`src/rtl/upf_pkg.sv`:
```
// Package of constants and types for the upstream port failover block
//==============================================================
// Notes on behaviour
// - Status bit 0 is set only when the strapped mode supports failover.
// - Status bit 1 shows current upstream: 0 port A, 1 port B.
// - Status bit 2 sets when a changeover completes; write one clears.
// - Status bit 3 sets when a changeover starts; write one clears.
// - A write that changes control bit 0 starts a failover.
// - Select reads current upstream, or last written value during failover.
// - Select 0 picks port 0 as upstream, 1 picks port 2.
// - Select and enables do nothing unless failover mode was strapped.
// - With bit 1 set, pin level differing from current starts failover.
// - With bit 2 set, watchdog reaching zero starts failover.
// - 32-bit watchdog drops one each microsecond, holds at zero.
//==============================================================
package upf_pkg;
	localparam logic [11:0] UPF_STATUS_OFS   = 12'h470;
	localparam logic [11:0] UPF_CONTROL_OFS  = 12'h474;
	localparam logic [11:0] UPF_WATCHDOG_OFS = 12'h478;
	localparam int unsigned UPF_MODE_BIT     = 0;
	localparam int unsigned UPF_CUR_BIT      = 1;
	localparam int unsigned UPF_DONE_BIT     = 2;
	localparam int unsigned UPF_START_BIT    = 3;
	localparam int unsigned UPF_SEL_BIT      = 0;
	localparam int unsigned UPF_PIN_EN_BIT   = 1;
	localparam int unsigned UPF_TIM_EN_BIT   = 2;
	localparam logic [31:0] UPF_WDOG_RESET   = 32'h0;
	// Clock rate and microsecond tick
	localparam int unsigned UPF_CLK_HZ       = 20000000;
	localparam int unsigned UPF_TICK_NS      = 1000;
	localparam int unsigned UPF_TICK_CYCLES  =
		UPF_TICK_NS / (1000000000 / UPF_CLK_HZ);
	// Default changeover duration in clock cycles
	localparam int unsigned UPF_SWITCH_CYCLES = 8;
	// AHB-Lite constants
	localparam logic [1:0]  UPF_HTRANS_NONSEQ = 2'h2;
	localparam logic [1:0]  UPF_HTRANS_SEQ    = 2'h3;
	// Strap set caught at fundamental reset
	typedef struct packed {
		logic mode;
		logic sel;
		logic pin_en;
		logic tim_en;
	} upf_strap_t;
	// Latched AHB address phase
	typedef struct packed {
		logic        valid;
		logic        write;
		logic [11:0] addr;
	} upf_aphase_t;
endpackage : upf_pkg

```
`src/rtl/upf_ctrl.sv`:
```
// Upstream port failover control with AHB-Lite register slave
`timescale 1ns/100ps
module upf_ctrl import upf_pkg::*; #(
	parameter int unsigned SWITCH_CYCLES = UPF_SWITCH_CYCLES,
	parameter int unsigned TICK_CYCLES   = UPF_TICK_CYCLES
) (
	input  wire logic        hclk,
	input  wire logic        hresetn,
	input  wire logic        fund_resetn,
	input  wire logic        hsel,
	input  wire logic [31:0] haddr,
	input  wire logic [1:0]  htrans,
	input  wire logic        hwrite,
	input  wire logic [2:0]  hsize,
	input  wire logic [31:0] hwdata,
	input  wire logic        hready,
	output logic [31:0]      hrdata,
	output logic             hreadyout,
	output logic             hresp,
	input  wire logic        strap_mode,
	input  wire logic        strap_sel,
	input  wire logic        strap_pin_en,
	input  wire logic        strap_tim_en,
	input  wire logic        upstream_select_pin,
	output logic             upstream_port,
	output logic             failover_busy
);
	//==========================================================
	// Strap capture, held only by fundamental reset
	upf_strap_t  strap;
	logic        strap_taken;
	logic        next_strap_taken;
	upf_strap_t  next_strap;

	// Straps are sampled on the first clock after fundamental release
	always_comb begin
		next_strap       = strap;
		next_strap_taken = 1'b1;
		if (!strap_taken) begin
			next_strap.mode   = strap_mode;
			next_strap.sel    = strap_sel;
			next_strap.pin_en = strap_pin_en;
			next_strap.tim_en = strap_tim_en;
		end
	end

	always_ff @(posedge hclk or negedge fund_resetn) begin
		if (!fund_resetn) begin
			strap       <= '0;
			strap_taken <= 1'b0;
		end else begin
			strap       <= next_strap;
			strap_taken <= next_strap_taken;
		end
	end

	//==========================================================
	// AHB-Lite address phase capture
	upf_aphase_t aph;
	upf_aphase_t next_aph;
	logic        wr_stat;
	logic        wr_ctrl;
	logic        wr_wdog;

	// Zero-wait slave: every phase completes in one cycle
	always_comb begin
		next_aph = aph;
		if (hready) begin
			next_aph.valid = hsel && (htrans == UPF_HTRANS_NONSEQ ||
				htrans == UPF_HTRANS_SEQ);
			next_aph.write = hwrite;
			next_aph.addr  = haddr[11:0];
		end
	end

	always_ff @(posedge hclk or negedge hresetn) begin
		if (!hresetn)
			aph <= '0;
		else
			aph <= next_aph;
	end

	assign hreadyout = 1'b1;
	assign hresp     = 1'b0; // Always OKAY, unmapped reads zero
	assign wr_stat = aph.valid && aph.write && aph.addr == UPF_STATUS_OFS;
	assign wr_ctrl = aph.valid && aph.write && aph.addr == UPF_CONTROL_OFS;
	assign wr_wdog = aph.valid && aph.write && aph.addr == UPF_WATCHDOG_OFS;

	//==========================================================
	// Watchdog
	logic        tick;
	logic [31:0] wdog_count;
	logic        wdog_expired;

	upf_tick #(.CYCLES(TICK_CYCLES)) u_tick (
		.hclk    (hclk),
		.hresetn (fund_resetn),
		.tick    (tick)
	);

	// Sticky count: cleared only by fundamental reset
	upf_wdog u_wdog (
		.hclk     (hclk),
		.hresetn  (fund_resetn),
		.tick     (tick),
		.load     (wr_wdog),
		.load_val (hwdata),
		.count    (wdog_count),
		.expired  (wdog_expired)
	);

	//==========================================================
	// Control register, sticky across hot resets
	logic sel;
	logic pin_en;
	logic tim_en;
	logic next_sel;
	logic next_pin_en;
	logic next_tim_en;
	logic sw_trig;

	// Fields follow the straps until software writes them
	always_comb begin
		next_sel    = strap_taken ? sel : strap.sel;
		next_pin_en = strap_taken ? pin_en : strap.pin_en;
		next_tim_en = strap_taken ? tim_en : strap.tim_en;
		if (!strap_taken) begin
			next_sel    = strap_sel;
			next_pin_en = strap_pin_en;
			next_tim_en = strap_tim_en;
		end else if (wr_ctrl) begin
			next_sel    = hwdata[UPF_SEL_BIT];
			next_pin_en = hwdata[UPF_PIN_EN_BIT];
			next_tim_en = hwdata[UPF_TIM_EN_BIT];
		end
	end

	always_ff @(posedge hclk or negedge fund_resetn) begin
		if (!fund_resetn) begin
			sel    <= 1'b0;
			pin_en <= 1'b0;
			tim_en <= 1'b0;
		end else begin
			sel    <= next_sel;
			pin_en <= next_pin_en;
			tim_en <= next_tim_en;
		end
	end

	// Only a change of value counts as a software request
	assign sw_trig = wr_ctrl && hwdata[UPF_SEL_BIT] != sel;

	//==========================================================
	// Changeover sequencer
	typedef enum logic [1:0] {UPF_IDLE, UPF_SWITCH, UPF_FINISH} upf_state_t;
	upf_state_t  state;
	upf_state_t  next_state;
	logic [15:0] sw_cnt;
	logic [15:0] next_sw_cnt;
	logic        cur;
	logic        next_cur;
	logic        target;
	logic        next_target;
	logic        trig;
	logic        start;

	// Triggers are ignored without strapped failover mode
	assign trig = strap.mode && strap_taken && (
		sw_trig ||
		(pin_en && upstream_select_pin != cur) ||
		(tim_en && wdog_expired));
	assign start = trig && state == UPF_IDLE;

	// Target: software value, else the other port
	always_comb begin
		next_state  = state;
		next_sw_cnt = sw_cnt;
		next_cur    = strap_taken ? cur : strap_sel;
		next_target = target;
		case (state)
			UPF_IDLE: begin
				if (start) begin
					next_target = sw_trig ? hwdata[UPF_SEL_BIT] :
						(pin_en && upstream_select_pin != cur) ?
						upstream_select_pin : ~cur;
					next_sw_cnt = 16'(SWITCH_CYCLES - 1);
					next_state  = UPF_SWITCH;
				end
			end
			UPF_SWITCH: begin
				if (sw_cnt == 16'h0000) begin
					next_cur   = target;
					next_state = UPF_FINISH;
				end else
					next_sw_cnt = sw_cnt - 16'h0001;
			end
			UPF_FINISH: next_state = UPF_IDLE;
			default:    next_state = UPF_IDLE;
		endcase
	end

	always_ff @(posedge hclk or negedge hresetn) begin
		if (!hresetn) begin
			state  <= UPF_IDLE;
			sw_cnt <= 16'h0000;
			target <= 1'b0;
		end else begin
			state  <= next_state;
			sw_cnt <= next_sw_cnt;
			target <= next_target;
		end
	end

	// Current port survives hot reset like the fields
	always_ff @(posedge hclk or negedge fund_resetn) begin
		if (!fund_resetn)
			cur <= 1'b0;
		else
			cur <= next_cur;
	end

	//==========================================================
	// Sticky status flags, set wins over write-one clear
	logic done_flag;
	logic start_flag;
	logic next_done_flag;
	logic next_start_flag;

	always_comb begin
		next_done_flag  = done_flag;
		next_start_flag = start_flag;
		if (wr_stat && hwdata[UPF_DONE_BIT])
			next_done_flag = 1'b0;
		if (wr_stat && hwdata[UPF_START_BIT])
			next_start_flag = 1'b0;
		if (state == UPF_FINISH)
			next_done_flag = 1'b1;
		if (start)
			next_start_flag = 1'b1;
	end

	always_ff @(posedge hclk or negedge fund_resetn) begin
		if (!fund_resetn) begin
			done_flag  <= 1'b0;
			start_flag <= 1'b0;
		end else begin
			done_flag  <= next_done_flag;
			start_flag <= next_start_flag;
		end
	end

	//==========================================================
	// Read data, registered in the data phase
	logic [31:0] next_hrdata;

	always_comb begin
		next_hrdata = 32'h0;
		if (hready && hsel && !hwrite && htrans[1]) begin
			case (haddr[11:0])
				UPF_STATUS_OFS: begin
					next_hrdata[UPF_MODE_BIT]  = strap.mode;
					next_hrdata[UPF_CUR_BIT]   = cur;
					next_hrdata[UPF_DONE_BIT]  = done_flag;
					next_hrdata[UPF_START_BIT] = start_flag;
				end
				UPF_CONTROL_OFS: begin
					// Last written value while switching, else current
					next_hrdata[UPF_SEL_BIT] = (state == UPF_IDLE) ?
						cur : sel;
					next_hrdata[UPF_PIN_EN_BIT] = pin_en;
					next_hrdata[UPF_TIM_EN_BIT] = tim_en;
				end
				UPF_WATCHDOG_OFS: next_hrdata = wdog_count;
				default: next_hrdata = 32'h0;
			endcase
		end
	end

	always_ff @(posedge hclk or negedge hresetn) begin
		if (!hresetn)
			hrdata <= 32'h0;
		else
			hrdata <= next_hrdata;
	end

	assign upstream_port = cur; // 0: port 0/A, 1: port 2/B
	assign failover_busy = state != UPF_IDLE;
endmodule : upf_ctrl

```
`src/rtl/upf_tick.sv`:
```
// Microsecond tick generator for the failover watchdog
`timescale 1ns/100ps
module upf_tick import upf_pkg::*; #(
	parameter int unsigned CYCLES = UPF_TICK_CYCLES
) (
	input  wire logic hclk,
	input  wire logic hresetn,
	output logic      tick
);
	//==========================================================
	// Divider
	logic [15:0] cnt;
	logic [15:0] next_cnt;

	// Wrap at CYCLES - 1, so the period is CYCLES clocks
	always_comb begin
		if (cnt == 16'(CYCLES - 1))
			next_cnt = 16'h0000;
		else
			next_cnt = cnt + 16'h0001;
	end

	always_ff @(posedge hclk or negedge hresetn) begin
		if (!hresetn)
			cnt <= 16'h0000;
		else
			cnt <= next_cnt;
	end

	assign tick = (cnt == 16'(CYCLES - 1));
endmodule : upf_tick

```
`src/rtl/upf_wdog.sv`:
```
// Failover watchdog countdown register
`timescale 1ns/100ps
module upf_wdog import upf_pkg::*; (
	input  wire logic        hclk,
	input  wire logic        hresetn,
	input  wire logic        tick,
	input  wire logic        load,
	input  wire logic [31:0] load_val,
	output logic [31:0]      count,
	output logic             expired
);
	//==========================================================
	// Countdown
	logic [31:0] next_count;

	// Software load wins over the tick; zero holds
	always_comb begin
		next_count = count;
		if (load)
			next_count = load_val;
		else if (tick && count != 32'h0)
			next_count = count - 32'h1;
	end

	always_ff @(posedge hclk or negedge hresetn) begin
		if (!hresetn)
			count <= UPF_WDOG_RESET;
		else
			count <= next_count;
	end

	// One-cycle pulse on the one-to-zero step only
	assign expired = !load && tick && count == 32'h1;
endmodule : upf_wdog

```
`config.mk`:
```
export PLATFORM = sky130hd
export DESIGN_NAME = upf_ctrl
export DESIGN_NICKNAME = d
export VERILOG_FILES = /design/src/rtl/upf_pkg.sv /design/src/rtl/upf_ctrl.sv /design/src/rtl/upf_tick.sv /design/src/rtl/upf_wdog.sv
export SDC_FILE = /design/constraint.sdc
export NUM_CORES = 1
export LEC_CHECK = 0
export ABC_AREA = 1
export BUFFER_PORTS_ARGS = -buffer_cell sky130_fd_sc_hd__buf_2
export CORE_ASPECT_RATIO = 0.6
export CORE_MARGIN = 2
export CORE_UTILIZATION = 57
export CTS_CLUSTER_DIAMETER = 100
export DETAILED_ROUTE_END_ITERATION = 8
export PLACE_DENSITY = 0.84
export RECOVER_POWER = 100
export SYNTH_ARGS = -nofsm -noshare
export SYNTH_HDL_FRONTEND = slang
export SYNTH_SLANG_ARGS = --single-unit
```
`constraint.sdc`:
```
create_clock -name hclk -period 3.9 [get_ports hclk]
set_input_delay 0.195 -clock hclk [delete_from_list [all_inputs] [get_ports hclk]]
set_output_delay 0.195 -clock hclk [all_outputs]
set_load 0.005 [all_outputs]
```
==> run summary <==
The flow ran to the end, but the final reports show violations. The checks that failed: capacitance limit, slew limit. The arrival time reported for the critical path endpoint is 3230 ps. The buffer depth of the longest clock path is 2.

The final routed DRC violation total came out at 0. The fill cell total of the finished layout is 937. The max-capacitance violation count is 3. The worst path needs 2975 ps of the cycle, external delays included. Power spread over the standard cell area amounts to 483.8 mW/mm².

The number of cells on the worst reg-to-reg path is 9. The clock tree synthesis step divided the H-tree into 4 levels. Counting flops with a built-in enable in the synthesized netlist gives 0.

The fmax came out at 336.2 MHz. Yosys printed 0 warnings. The slew at the pin with the worst max-slew slack came out at 2293 ps.

The startpoint identified for the worst hold timing path is haddr[5]. In the routed layout, each cell is associated on average with a via count of 5.396. The worst path uses 76.27% of the clock period. Port buffering added 89 buffers. The congestion estimate from routability-driven global placement came to 0.9263. Of the total power, registers draw 39.5%. The later pin in the worst-skew pair is clocked with a latency of 420 ps. The mapped netlist covers 0.006691 mm². The sum of net half-perimeters after detailed placement came out at 11,810 µm. The total wire length is 16,950 µm. The net count of the finished layout is 1,073. The cell internal power dissipation came out at 2.578 mW. The number of cells on the worst hold path is 2. The die extent in x is 143.9 µm. In this run the worst path has a maximum fanout of 24. Post-CTS repair changed the size of 0 cells. The largest net degree at the start of global routing is 40. The fraction of power spent switching nets is 31.60%. The core region is 0.01137 mm².

The path type of the worst min-delay path is in2reg. The part of the power in combinational logic is 21.4%. The total inserted antenna cells is 0. Global routing used 29.07% of the available tracks across all layers. After the first detailed-routing iteration, the DRC count stood at 525. The via count of the first global-routing pass is 5,828. Counting the buffers created by CTS gives 17. The headroom to the max-slew limit came out at -52.89%. The register area share after synthesis is 45.25%.

The average wire per standard cell came out at 14.65 µm. The I/O pin total came out at 116. The initial core utilization came out at 58.83%. Setup violations remaining at the end of the flow were counted as 0. Data on the critical path is required at its endpoint by 4150 ps. Of the cells placed in the final design, the portion with a size suffix greater than 1 is 13.24%. The peak ir drop on the vdd network came out at 413.9 µV.

The clock input transition at the sequential cells of the worst setup and hold paths is 50 ps. The average footprint of a synthesized cell came out at 7.502 µm². The type of element launching the critical path is a register.

The startpoint identified for the worst register-to-register timing path is aph[5]$_DFFE_PN0P_. Setup repair after global routing left no endpoint under its margin. Across all layers, the routed design uses 6,243 vias. The count of different cell masters after synthesis came out at 40. The detailed-routing iteration count for the pre-antenna-repair pass came out at 5.

Once layout is complete, the utilization of the core stands at 68.50%. The commonest cells after synthesis are 231 x sky130_fd_sc_hd__nand2_1, 123 x sky130_fd_sc_hd__nor2_1, 121 x sky130_fd_sc_hd__dfrtp_1. The total number of clock tree sinks came out at 121. The max-slew violation count is 104. In the post-synthesis netlist, the cell with the most instances is sky130_fd_sc_hd__nand2_1. The portion of synthesized cell area occupied by the leading cell type is 45.25%. The static power due to leakage came out at 3.792 nW. The clock network fraction of total power is 39.1%. The type of the worst setup path is reg2reg. The critical path starts at aph[5]$_DFFE_PN0P_. The tree is rooted in a sky130_fd_sc_hd__clkbuf_16. Ranked by total cell area, the synthesized netlist is headed by sky130_fd_sc_hd__dfrtp_1 45%, sky130_fd_sc_hd__nand2_1 13%, sky130_fd_sc_hd__nor2_1 6.9%. The largest total area in the synthesized netlist belongs to sky130_fd_sc_hd__dfrtp_1. The number of hold violations in the final report came out at 0.

The number of antenna violations at the first check in global routing is 1. The die outline area came out at 0.01265 mm². The type of element capturing the critical path is a register.

The area of the multi-input gates came out at 0.003070 mm². Relative to the synthesized area, the layout overhead comes to 16.44%. For the final database, setup skew stands at 6.198 ps.

The gate count of the mapped netlist is 892. Adding up every negative setup slack in the final design gives 0 ps. The die span in y is 87.93 µm. In this run, synthesis produced a sequential element count of 121. The overall overflow remaining after global route is 0.

In the synthesized netlist the dominant register cell turns out to be sky130_fd_sc_hd__dfrtp_1. TritonCTS built the clock tree. The sequential cells in the finished layout cover a total of 0.003028 mm². The placement row count came out at 30. The first global-routing pass estimated 27,970 µm of wire.

Setup slack on the worst reg-to-reg path comes out at 930 ps. The net switching power is 1.191 mW. The fraction of synthesis flops using an asynchronous set or reset pin came out at 100.0%.

The number of routed nets with antenna violations came out at 0.
-- worst max-delay path: stages (launching register included) --
cell and delay [ps]:
sky130_fd_sc_hd__dfrtp_1 380, sky130_fd_sc_hd__nand4_1 160, sky130_fd_sc_hd__nor2_1 130, sky130_fd_sc_hd__nand3_1 90, sky130_fd_sc_hd__clkbuf_1 760, sky130_fd_sc_hd__inv_1 720
sky130_fd_sc_hd__nand2_1 290, sky130_fd_sc_hd__nand2_1 100, sky130_fd_sc_hd__nand2_1 80, sky130_fd_sc_hd__o21ai_0 100
-- cells by family after synthesis --
kind of cell	Yosys count	share of synthesized area (%)
adder cells (fa/ha/maj)	6	1.122
other	2	0.1122
flip-flops	121	45.25
XOR/XNOR	26	3.403
AND/OR/NAND/NOR	485	31.53
multiplexers	7	1.178
AO/OA/AOI/OAI	104	8.770
buffers and inverters	141	8.639
-- final cells by class --
cell class	instances	area share (%)
Multi-Input combinational cell	631	39.41
Clock inverter	8	0.9314
Inverter	114	5.508
Clock buffer	21	6.167
Sequential cell	121	38.86
Tap cell	160	2.569
Timing Repair Buffer	102	6.552
-- layout by cell type (no fill, tap or decap), types with 2 or more instances in the layout --
master and count:
sky130_fd_sc_hd__clkinvlp_4 3, sky130_fd_sc_hd__buf_2 66, sky130_fd_sc_hd__o21ai_0 66, sky130_fd_sc_hd__o221ai_1 3
sky130_fd_sc_hd__nand4_1 14, sky130_fd_sc_hd__a21oi_1 13, sky130_fd_sc_hd__nand2_1 233, sky130_fd_sc_hd__nor3_1 39
sky130_fd_sc_hd__conb_1 3, sky130_fd_sc_hd__dfrtp_1 121, sky130_fd_sc_hd__xnor2_1 2, sky130_fd_sc_hd__o211ai_1 10
sky130_fd_sc_hd__clkinv_2 4, sky130_fd_sc_hd__dlygate4sd3_1 5, sky130_fd_sc_hd__o21bai_1 2, sky130_fd_sc_hd__clkbuf_16 17
sky130_fd_sc_hd__o21ai_1 5, sky130_fd_sc_hd__inv_1 112, sky130_fd_sc_hd__nand3_2 9, sky130_fd_sc_hd__ha_1 6
sky130_fd_sc_hd__xor2_1 24, sky130_fd_sc_hd__nor2_2 8, sky130_fd_sc_hd__clkbuf_8 4, sky130_fd_sc_hd__buf_4 3
sky130_fd_sc_hd__nand3b_1 4, sky130_fd_sc_hd__or2_2 2, sky130_fd_sc_hd__clkbuf_2 2, sky130_fd_sc_hd__nand3_1 45
sky130_fd_sc_hd__mux2_2 6, sky130_fd_sc_hd__nor2_1 124, sky130_fd_sc_hd__nor2_4 2, sky130_fd_sc_hd__clkbuf_1 26
-- final timing paths --
path | endpoint
worst min register to register | done_flag$_DFFE_PN0P_
max in group asynchronous | sw_cnt[2]$_DFFE_PN0P_
worst max-delay path | u_wdog.count[20]$_DFFE_PN0P_
worst max register to register | u_wdog.count[20]$_DFFE_PN0P_
min in group asynchronous | strap_taken$_DFF_PN0_
worst min-delay path | aph[5]$_DFFE_PN0P_
-- power by group through the flow --
| stage | registers [mW] | clock network (mW) | logic, mW |
|---|---|---|---|
| finish | 1.49 | 1.47 | 0.805 |
| global route | 1.50 | 1.55 | 0.932 |
| global placement | 1.50 | 0 | 0.772 |
| detailed placement | 1.50 | 0 | 0.789 |
| CTS | 1.49 | 1.49 | 0.805 |
| floorplan | 1.48 | 0 | 0.616 |
-- flip-flops by register name, summed over array words and instances (netlist names), 2 cells and up --
name and cells:
aph 14, hrdata 32, state 2, sw_cnt 16
u_tick.cnt 16, u_wdog.count 32
-- stage by stage --
step | hold slack (ps) | setup WS [ps] | std cells | cell area, µm² | power [mW]
final | 26.90 | 925.5 | 1157 | 7791 | 3.769
after global routing | 26.65 | 754.8 | 1157 | 7791 | 3.985
after CTS | 12.49 | 1470 | 1157 | 7855 | 3.785
after detailed placement | 297.9 | 1533 | 1123 | 7252 | 2.293
after global placement | 294.3 | 1589 | 1123 | 7252 | 2.272
after floorplan | -100.6 | 2222 | 893 | 6695 | 2.094
-- layer usage --
layer  track usage, %  part of all wire (%)  wire, µm
met1            42.60                    46      7867
met2            42.12                    41      6879
met3            6.069                    10      1717
met4            12.57                   2.8       476
met5                0                 0.077        13
-- what timing repair did --
| action | CTS | global route |
|---|---|---|
| hold buffers | 5 | 0 |
| buffers inserted | 0 | 0 |
| endpoints found under the hold margin | 71 | 0 |
No activity file was read; power rests on OpenSTA's default activity.
